$ cat config.mk
export PLATFORM = sky130hd
export DESIGN_NAME = ivs_unit
export DESIGN_NICKNAME = d
export VERILOG_FILES = /design/src/ivs_pkg.sv /design/src/ivs_unit.sv
export SDC_FILE = /design/constraint.sdc
export NUM_CORES = 1
export LEC_CHECK = 0
export ABC_CLOCK_PERIOD_IN_PS = 4400
export BUFFER_PORTS_ARGS = -buffer_cell sky130_fd_sc_hd__buf_2
export CAP_MARGIN = 15
export CORE_MARGIN = 1.5
export CORE_UTILIZATION = 28
export CTS_CLUSTER_SIZE = 16
export DETAILED_ROUTE_END_ITERATION = 10
export SYNTH_ARGS = -nofsm -noshare
export SYNTH_HDL_FRONTEND = slang
export SYNTH_SLANG_ARGS = --single-unit
$ cat constraint.sdc
create_clock -name SYS_CLK_I -period 4.4 [get_ports SYS_CLK_I]
set_input_delay 0 -clock SYS_CLK_I [delete_from_list [all_inputs] [get_ports SYS_CLK_I]]
set_output_delay 0 -clock SYS_CLK_I [all_outputs]
set_load 0.01 [all_outputs]
$ cat src/ivs_pkg.sv
package ivs_pkg;

    // ----------------------------------------
    // register map
    // ----------------------------------------
    localparam logic [3:0] OFS_IE_ONE  = 4'h0;
    localparam logic [3:0] OFS_IE_TWO  = 4'h1;
    localparam logic [3:0] OFS_IFG_ONE = 4'h2;
    localparam logic [3:0] OFS_IFG_TWO = 4'h3;

    localparam int BIT_ACCV_EN = 5;
    localparam int BIT_NMI_EN  = 4;
    localparam int BIT_OSC_EN  = 1;
    localparam int BIT_WDT_EN  = 0;
    localparam int BIT_NMI_F   = 4;
    localparam int BIT_RST_F   = 3;
    localparam int BIT_POR_F   = 2;
    localparam int BIT_OSC_F   = 1;
    localparam int BIT_WDT_F   = 0;

    localparam logic RST_ENABLES = 1'b0;
    localparam logic RST_NMI_F   = 1'b0;
    localparam logic RST_OSC_F   = 1'b1;
    localparam logic RST_POR_F   = 1'b1;
    localparam logic RST_RST_F   = 1'b0;
    localparam logic RST_WDT_F   = 1'b0;

    // ----------------------------------------
    // vectors and priorities
    // ----------------------------------------
    localparam logic [15:0] VEC_BASE    = 16'hFFC0;
    localparam logic [15:0] VEC_TOP     = 16'hFFFF;
    localparam logic [15:0] VEC_RESET   = 16'hFFFE;
    localparam logic [15:0] ERASED_WORD = 16'hFFFF;
    localparam logic [4:0]  PRI_RESET   = 5'h1F;
    localparam logic [4:0]  PRI_NMI     = 5'h1E;
    localparam logic [4:0]  PRI_COMP    = 5'h1B;
    localparam logic [4:0]  PRI_WDT     = 5'h1A;
    localparam logic [4:0]  PRI_TMR0    = 5'h19;
    localparam logic [4:0]  PRI_TMR12   = 5'h18;
    localparam logic [4:0]  PRI_CONV    = 5'h15;
    localparam logic [4:0]  PRI_SERIAL  = 5'h14;
    localparam logic [4:0]  PRI_PORT2   = 5'h13;
    localparam logic [4:0]  PRI_PORT1   = 5'h12;
    localparam int          PRI_UNUSED_TOP = 15;

    // ----------------------------------------
    // implemented fetch ranges
    // ----------------------------------------
    localparam logic [15:0] PERIPH_TOP = 16'h01FF;
    localparam logic [15:0] RAM_LO     = 16'h0200;
    localparam logic [15:0] RAM_HI     = 16'h02FF;
    localparam logic [15:0] INFO_LO    = 16'h1000;
    localparam logic [15:0] INFO_HI    = 16'h10FF;
    localparam logic [15:0] CODE_LO    = 16'hE000;

    typedef enum logic [1:0] {
        ST_BOOT,
        ST_BOOT_WAIT,
        ST_RUN,
        ST_SLEEP
    } ivs_state_t;

endpackage : ivs_pkg

$ cat src/ivs_unit.sv
// The plain strobed port is this design's own decision.
`timescale 1ns/100ps
`default_nettype none

module ivs_unit
    import ivs_pkg::*;
(
    input  wire  logic        SYS_CLK_I,
    input  wire  logic        NRST_I,
    input  wire  logic [3:0]  ADDR_I,
    input  wire  logic [7:0]  WDATA_I,
    input  wire  logic        WR_I,
    input  wire  logic        RD_I,
    output logic [7:0]        RDATA_O,
    input  wire  logic        GIE_I,
    input  wire  logic        INT_ACK_I,
    input  wire  logic        FETCH_I,
    input  wire  logic [15:0] FETCH_ADDR_I,
    input  wire  logic [15:0] VEC_DATA_I,
    input  wire  logic        RST_NMI_PIN_I,
    input  wire  logic        NMI_SEL_I,
    input  wire  logic        WDT_EXPIRE_I,
    input  wire  logic        WDT_INTERVAL_I,
    input  wire  logic        OSC_FAULT_I,
    input  wire  logic        FLASH_KEY_VIOLATION_I,
    input  wire  logic        FLASH_ACCESS_VIOLATION_FLAG_I,
    input  wire  logic        COMPARATOR_FLAG_I,
    input  wire  logic        TIMER_CHANNEL_ZERO_I,
    input  wire  logic [1:0]  TIMER_CHANNEL_FLAG_I,
    input  wire  logic        TIMER_OVERFLOW_FLAG_I,
    input  wire  logic        CONVERTER_DONE_FLAG_I,
    input  wire  logic        SERIAL_UNIT_FLAG_I,
    input  wire  logic        SERIAL_START_FLAG_I,
    input  wire  logic [7:0]  PORT_TWO_CHANGE_FLAGS_I,
    input  wire  logic [7:0]  PORT_ONE_CHANGE_FLAGS_I,
    output logic              IRQ_O,
    output logic [4:0]        IRQ_PRIO_O,
    output logic              VEC_RD_O,
    output logic [15:0]       VEC_ADDR_O,
    output logic              PC_LOAD_O,
    output logic [15:0]       PC_O,
    output logic              POWER_UP_CLEAR_O,
    output logic              CPU_HALT_O,
    output logic              MCLK_STOP_O,
    output logic              SMCLK_STOP_O,
    output logic              ACLK_STOP_O,
    output logic              DCGEN_STOP_O,
    output logic              XOSC_STOP_O
);
    import ivs_pkg::*;

    // ----------------------------------------
    // state
    // ----------------------------------------
    ivs_state_t  state_r, state_nxt;
    logic        accv_en_r, nmi_en_r, osc_en_r, wdt_en_r;
    logic        nmi_f_r, rst_f_r, por_f_r, osc_f_r, wdt_f_r;
    logic        pin_s1_r, pin_s2_r, pin_d_r;
    logic [7:0]  rdata_r;
    logic        irq_r;
    logic [4:0]  prio_r;
    logic        vec_rd_r;
    logic [15:0] vec_addr_r;
    logic        vec_pend_r;
    logic        pc_load_r;
    logic [15:0] pc_r;
    logic        pwr_clr_r;
    logic        sleep_r;

    // ----------------------------------------
    // pin synchroniser and edges
    // ----------------------------------------
    // pin is active low in both functions
    wire pin_fall = pin_d_r & ~pin_s2_r;
    wire pin_rst  = pin_fall & ~NMI_SEL_I;
    wire pin_nmi  = pin_fall & NMI_SEL_I;

    // ----------------------------------------
    // reset causes
    // ----------------------------------------
    wire in_ram    = (FETCH_ADDR_I >= RAM_LO) && (FETCH_ADDR_I <= RAM_HI);
    wire in_info   = (FETCH_ADDR_I >= INFO_LO) && (FETCH_ADDR_I <= INFO_HI);
    wire in_code   = FETCH_ADDR_I >= CODE_LO;
    wire bad_fetch = FETCH_I & ~(in_ram | in_info | in_code);
    wire wdt_reset = WDT_EXPIRE_I & ~WDT_INTERVAL_I;
    // all of these restart through the reset vector
    wire reset_cause = pin_rst | wdt_reset | FLASH_KEY_VIOLATION_I | bad_fetch;

    // ----------------------------------------
    // register decode
    // ----------------------------------------
    wire wr_ie  = WR_I && (ADDR_I == OFS_IE_ONE);
    wire wr_ifg = WR_I && (ADDR_I == OFS_IFG_ONE);
    wire [7:0] ie_view  = {2'b00, accv_en_r, nmi_en_r, 2'b00, osc_en_r, wdt_en_r};
    wire [7:0] ifg_view = {3'b000, nmi_f_r, rst_f_r, por_f_r, osc_f_r, wdt_f_r};
    // second bytes and holes read zero, nothing stored behind them
    wire [7:0] rd_mux = (ADDR_I == OFS_IE_ONE)  ? ie_view  :
                        (ADDR_I == OFS_IFG_ONE) ? ifg_view : 8'h00;

    // ----------------------------------------
    // request vector
    // ----------------------------------------
    wire nmi_grp = (nmi_f_r & nmi_en_r) | (osc_f_r & osc_en_r)
                 | (FLASH_ACCESS_VIOLATION_FLAG_I & accv_en_r);
    wire wdt_irq = wdt_f_r & wdt_en_r & WDT_INTERVAL_I;
    wire tmr12   = |TIMER_CHANNEL_FLAG_I | TIMER_OVERFLOW_FLAG_I;
    wire serial  = SERIAL_UNIT_FLAG_I | SERIAL_START_FLAG_I;

    wire  [31:0] mask_req;
    genvar gi;
    generate
        for (gi = 0; gi < 32; gi = gi + 1) begin : g_req
            if (gi <= PRI_UNUSED_TOP) begin : g_none
                assign mask_req[gi] = 1'b0;
            end else begin : g_src
                assign mask_req[gi] =
                    (gi == int'(PRI_COMP))   ? COMPARATOR_FLAG_I :
                    (gi == int'(PRI_WDT))    ? wdt_irq :
                    (gi == int'(PRI_TMR0))   ? TIMER_CHANNEL_ZERO_I :
                    (gi == int'(PRI_TMR12))  ? tmr12 :
                    (gi == int'(PRI_CONV))   ? CONVERTER_DONE_FLAG_I :
                    (gi == int'(PRI_SERIAL)) ? serial :
                    (gi == int'(PRI_PORT2))  ? |PORT_TWO_CHANGE_FLAGS_I :
                    (gi == int'(PRI_PORT1))  ? |PORT_ONE_CHANGE_FLAGS_I : 1'b0;
            end
        end
    endgenerate

    // maskable sources only count while the global enable is set
    wire [31:0] all_req = {1'b0, nmi_grp, 30'h0} | (GIE_I ? mask_req : 32'h0);

    function automatic logic [4:0] top_prio(input logic [31:0] r);
        logic [4:0] p;
        p = 5'h00;
        for (int i = 0; i < 32; i++) begin
            if (r[i]) begin
                p = i[4:0];
            end
        end
        return p;
    endfunction : top_prio

    wire [4:0]  win_prio = top_prio(all_req);
    wire        any_req  = |all_req;
    wire [15:0] prio_vec = VEC_BASE | {10'h000, prio_r, 1'b0};
    wire        take     = INT_ACK_I & irq_r & (state_r == ST_RUN);
    wire        take_nmi = take & (prio_r == PRI_NMI);
    wire        take_wdt = take & (prio_r == PRI_WDT);

    // ----------------------------------------
    // sequencer
    // ----------------------------------------
    always_comb begin
        state_nxt = state_r;
        unique case (state_r)
            ST_BOOT:      state_nxt = ST_BOOT_WAIT;
            ST_BOOT_WAIT: state_nxt = (VEC_DATA_I == ERASED_WORD) ? ST_SLEEP : ST_RUN;
            ST_RUN:       state_nxt = ST_RUN;
            ST_SLEEP:     state_nxt = ST_SLEEP;
        endcase
        if (reset_cause) begin
            state_nxt = ST_BOOT;
        end
    end

    always_ff @(posedge SYS_CLK_I or negedge NRST_I) begin
        if (!NRST_I) begin
            pin_s1_r <= 1'b1;
            pin_s2_r <= 1'b1;
            pin_d_r  <= 1'b1;
        end else begin
            pin_s1_r <= RST_NMI_PIN_I;
            pin_s2_r <= pin_s1_r;
            pin_d_r  <= pin_s2_r;
        end
    end

    always_ff @(posedge SYS_CLK_I or negedge NRST_I) begin
        if (!NRST_I) begin
            state_r <= ST_BOOT;
            pwr_clr_r <= 1'b0;
            sleep_r <= 1'b0;
        end else begin
            state_r <= state_nxt;
            pwr_clr_r <= reset_cause;
            sleep_r <= (state_nxt == ST_SLEEP);
        end
    end

    // ----------------------------------------
    // vector fetch
    // ----------------------------------------
    always_ff @(posedge SYS_CLK_I or negedge NRST_I) begin
        if (!NRST_I) begin
            irq_r      <= 1'b0;
            prio_r     <= 5'h00;
            vec_rd_r   <= 1'b0;
            vec_addr_r <= 16'h0000;
            vec_pend_r <= 1'b0;
            pc_load_r  <= 1'b0;
            pc_r       <= 16'h0000;
        end else begin
            irq_r      <= any_req & (state_nxt == ST_RUN) & ~take;
            prio_r     <= win_prio;
            vec_rd_r   <= (state_r == ST_BOOT) | take;
            vec_addr_r <= (state_r == ST_BOOT) ? VEC_RESET : prio_vec;
            vec_pend_r <= take;
            pc_load_r  <= ((state_r == ST_BOOT_WAIT) | vec_pend_r) & ~reset_cause;
            if ((state_r == ST_BOOT_WAIT) | vec_pend_r) begin
                pc_r <= VEC_DATA_I;
            end
        end
    end

    // ----------------------------------------
    // enable byte
    // ----------------------------------------
    // acceptance of the shared NMI vector disarms its enables
    always_ff @(posedge SYS_CLK_I or negedge NRST_I) begin
        if (!NRST_I) begin
            accv_en_r <= RST_ENABLES;
            nmi_en_r  <= RST_ENABLES;
            osc_en_r  <= RST_ENABLES;
            wdt_en_r  <= RST_ENABLES;
        end else if (reset_cause) begin
            accv_en_r <= RST_ENABLES;
            nmi_en_r  <= RST_ENABLES;
            osc_en_r  <= RST_ENABLES;
            wdt_en_r  <= RST_ENABLES;
        end else if (take_nmi) begin
            accv_en_r <= 1'b0;
            nmi_en_r  <= 1'b0;
            osc_en_r  <= 1'b0;
        end else if (wr_ie) begin
            accv_en_r <= WDATA_I[BIT_ACCV_EN];
            nmi_en_r  <= WDATA_I[BIT_NMI_EN];
            osc_en_r  <= WDATA_I[BIT_OSC_EN];
            wdt_en_r  <= WDATA_I[BIT_WDT_EN];
        end
    end

    // ----------------------------------------
    // flag byte, set wins over clear
    // ----------------------------------------
    always_ff @(posedge SYS_CLK_I or negedge NRST_I) begin
        if (!NRST_I) begin
            nmi_f_r <= RST_NMI_F;
            osc_f_r <= RST_OSC_F;
        end else if (reset_cause) begin
            nmi_f_r <= RST_NMI_F;
            osc_f_r <= RST_OSC_F;
        end else begin
            nmi_f_r <= pin_nmi | (wr_ifg ? WDATA_I[BIT_NMI_F] : nmi_f_r);
            osc_f_r <= OSC_FAULT_I | (wr_ifg ? WDATA_I[BIT_OSC_F] : osc_f_r);
        end
    end

    // only power-on loads reset values here; other resets do not clear them, though a pin reset sets rst_f_r and watchdog expiry sets wdt_f_r
    always_ff @(posedge SYS_CLK_I or negedge NRST_I) begin
        if (!NRST_I) begin
            por_f_r <= RST_POR_F;
            rst_f_r <= RST_RST_F;
            wdt_f_r <= RST_WDT_F;
        end else begin
            por_f_r <= wr_ifg ? WDATA_I[BIT_POR_F] : por_f_r;
            rst_f_r <= pin_rst | (wr_ifg ? WDATA_I[BIT_RST_F] : rst_f_r);
            wdt_f_r <= WDT_EXPIRE_I
                     | (take_wdt ? 1'b0 : (wr_ifg ? WDATA_I[BIT_WDT_F] : wdt_f_r));
        end
    end

    always_ff @(posedge SYS_CLK_I or negedge NRST_I) begin
        if (!NRST_I) begin
            rdata_r <= 8'h00;
        end else begin
            rdata_r <= RD_I ? rd_mux : 8'h00;
        end
    end

    // ----------------------------------------
    // outputs
    // ----------------------------------------
    assign RDATA_O          = rdata_r;
    assign IRQ_O            = irq_r;
    assign IRQ_PRIO_O       = prio_r;
    assign VEC_RD_O         = vec_rd_r;
    assign VEC_ADDR_O       = vec_addr_r;
    assign PC_LOAD_O        = pc_load_r;
    assign PC_O             = pc_r;
    assign POWER_UP_CLEAR_O = pwr_clr_r;
    // one flop feeds every stop line so they never disagree
    assign CPU_HALT_O       = sleep_r;
    assign MCLK_STOP_O      = sleep_r;
    assign SMCLK_STOP_O     = sleep_r;
    assign ACLK_STOP_O      = sleep_r;
    assign DCGEN_STOP_O     = sleep_r;
    assign XOSC_STOP_O      = sleep_r;
endmodule : ivs_unit

`default_nettype wire

==> impl_metrics.toml <==
[route]
drt_wl_total_mm = 5.74
viasPerCell = 4.43
num_vias = 1932
dr.pass1.iters = 6
drtIter0Drc = 55
drc = 0
drt-wirelength-per-cell_um = 13.2
ant_nets = 0

[yosys]
synth.area.top_cells = "dfrtp_1 (51%), mux2_1 (8.6%), dfstp_2 (5.6%), buf_4 (5.4%), mux2i_1 (3.4%)"
synth_top_area_share_pct = 51.1
synth_area_per_cell_um2 = 12.6
synthFlopType = "dfrtp_1"
synth-edff-count = 0
netlist_instances = 187
synth_seq_area_share_pct = 56.6
yosysMostFrequentCell = "dfrtp_1"
synth_commonest_cells = "dfrtp_1 (48), mux2_1 (18), buf_4 (17), nor2_1 (10), mux2i_1 (8)"
yosysUniqueCellTypes = 46
post_synth_instance_area_um2 = 2350
yosysWarnings = 0
synth-async-reset-ratio_pct = 100
synth-seq-cells = 53
synth_area_leader_cell = "dfrtp_1"

[setup_path]
crit_cells = 4
end_kind = "flop"
required_ns = 4.64
path_cells = "a222oi_1 > o211ai_1 > a21oi_1 > dlygate4sd3_1"
crit_slowest_cell = "dlygate4sd3_1"
ff2ff_path_depth = 4
crit_type = "reg2reg"
worst-endpoint-arrival_ns = 2.09
critPathMaxFanout = 3
slowest_delay_ns = 0.55
cp-start-kind = "flop"
cp_num_buf_inv = 1
path_delay_family = "compound AO/OA/AOI/OAI gates"

[clock_tree]
clock_path_buffers = 2
cts-buffers-inserted = 5
path_clk_slew_ns = 0.09
cts_root_buf = "clkbuf_8"
postCtsSetupBuffers = 0
cts_tree = "done"
hold_buffers = 30
clk_latency_ns = 0.29
cts_resized = 0
cts_max_level = 2
cts_sinks = 53

[floorplan]
core-area_um2 = 8180
initial_core_util_pct = 28.8
io_pins = 137
dieHeight_um = 94.7
rows = 33
dieArea_um2 = 8960
die_x_um = 94.7

[place]
hpwl_mm = 4.22
globalplace.congestion = 0.729
dpl_cell_area_um2 = 2970
port_buffers = 123

[global_routing]
antenna_found_initial = 0
track_usage_pct = 13.1
grt_overflow = 0
grt_pass1_wl_mm = 8.96
grt_start_max_net_pins = 54
grt_pass1_vias = 1942

[cells_and_area]
nFillCells = 804
area_delta_synth_final_pct = 42.8
nets = 413
layout-drive-gt1-share_pct = 44.7
stdcell_area_um2 = 3360
antennaDiodeCount = 0

[timing]
finalSetupViolCount = 0
layout_worst_path_cycle_share_pct = 42.1
skew_ns = 0.00341
worst_pin_slew_ns = 0.667
tns_ns = 0
max_freq_ghz = 0.540
min_period_ns = 1.85
hold_viol_final = 0
relSlewSlack_pct = 55.5
rsz0062_at_grt = "no"
drv_slew = 0

[pwr]
p_total_w = 0.00107
seqPwrFrac_pct = 53.4
power_density_nw_per_um2 = 318
swShare_pct = 26.5
ir_worst_vdd_v = 0.000118
combPwrFrac_pct = 21.2
power.switching_w = 0.000283
leakage_nw = 1.60
clkPwrFrac_pct = 25.4
internal-power_w = 0.000785

[job]
max_cap_viol_count = 0

[min_path]
hold_depth = 3
min_path_type = "in2reg"

[status]
status = "finished, final reports clean"
[state kept, by name, indices dropped and copies added, names as in the netlist, 2 cells and up]
| register | flops |
|---|---|
| PC_O | 16 |
| RDATA_O | 6 |
| VEC_ADDR_O | 6 |
| IRQ_PRIO_O | 5 |
| state_r | 2 |
[final cells by class]
type                            instances  area [um2]  area share (%)
Multi-Input combinational cell        113         867            25.8
Timing Repair Buffer                  155         931            27.7
Clock buffer                            7        86.3            2.57
Sequential cell                        53        1330            39.7
Tap cell                              105         131            3.91
Inverter                                3        11.3           0.335
[worst reg2reg max path, stage by stage (launching register included)]
cell,delay [ns]
dfrtp_1,0.40
a222oi_1,0.54
o211ai_1,0.17
a21oi_1,0.14
dlygate4sd3_1,0.55
[power groups by stage]
stage	clock [W]	combinational, W	sequential [W]
after floorplan	0	0.0000770	0.000603
after global placement	0	0.000203	0.000577
after detailed placement	0	0.000208	0.000580
after CTS	0.000286	0.000229	0.000570
after global routing	0.000303	0.000253	0.000577
final	0.000271	0.000226	0.000570
[stage by stage]
step / std cells / utilization (%) / hold slack (ns) / setup slack, ns
4_1_cts: 436 / 41.1 / 0.000795 / 2.53
5_1_grt: 436 / 41.1 / 0.0237 / 2.38
3_3_place_gp: 399 / 36.4 / 0.106 / 2.69
2_1_floorplan: 189 / - / -0.296 / 2.75
3_5_place_dp: 399 / 36.4 / 0.107 / 2.68
6_report: 436 / 41.1 / 0.00863 / 2.55
[cell usage in the layout (no fill, tap or decap), types with 3 or more instances in the layout]
cell	count
nand4_1	5
or2_1	5
nor3_2	5
nand2_1	3
nor2b_1	4
nor4_1	5
o21ai_1	3
mux2_1	18
conb_1	4
nor3_1	3
clkbuf_8	6
dfstp_2	5
a21oi_1	4
dlygate4sd3_1	30
nor2_1	10
buf_2	123
nand3_1	4
dfrtp_1	48
mux2i_1	8
[worst paths after layout]
check	start	to	slack [ns]
max in group asynchronous	NRST_I	RDATA_O[2]$_DFF_PN0_	3.60
worst max register to register	osc_en_r$_DFFE_PN0P_	IRQ_PRIO_O[0]$_DFF_PN0_	2.55
worst min-delay path	SERIAL_UNIT_FLAG_I	IRQ_PRIO_O[4]$_DFF_PN0_	0.009
worst min register to register	pin_s1_r$_DFF_PN1_	pin_s2_r$_DFF_PN1_	0.36
worst max-delay path	osc_en_r$_DFFE_PN0P_	IRQ_PRIO_O[0]$_DFF_PN0_	2.55
min in group asynchronous	NRST_I	PC_O[12]$_DFFE_PN0P_	0.35
[cells by family (layout without fill, tap and decap cells)]
logic type	after synthesis	after routing	synth area share, %
mux	26	26	12.0
compound gates	21	21	7.29
simple gates	61	61	16.5
flops	53	53	56.6
xor+xnor	1	1	0.372
buf+inv	23	165	6.81
other cells	2	4	0.319
[routing by layer]
metal | track usage (%) | part of all wire [%]
met1 | 15.5 | 43
met2 | 23.5 | 50
met3 | 3.06 | 6.8
met4 | 3.36 | 0.61
met5 | 0 | 0
Note: power is estimated with default switching activity, not from simulation.
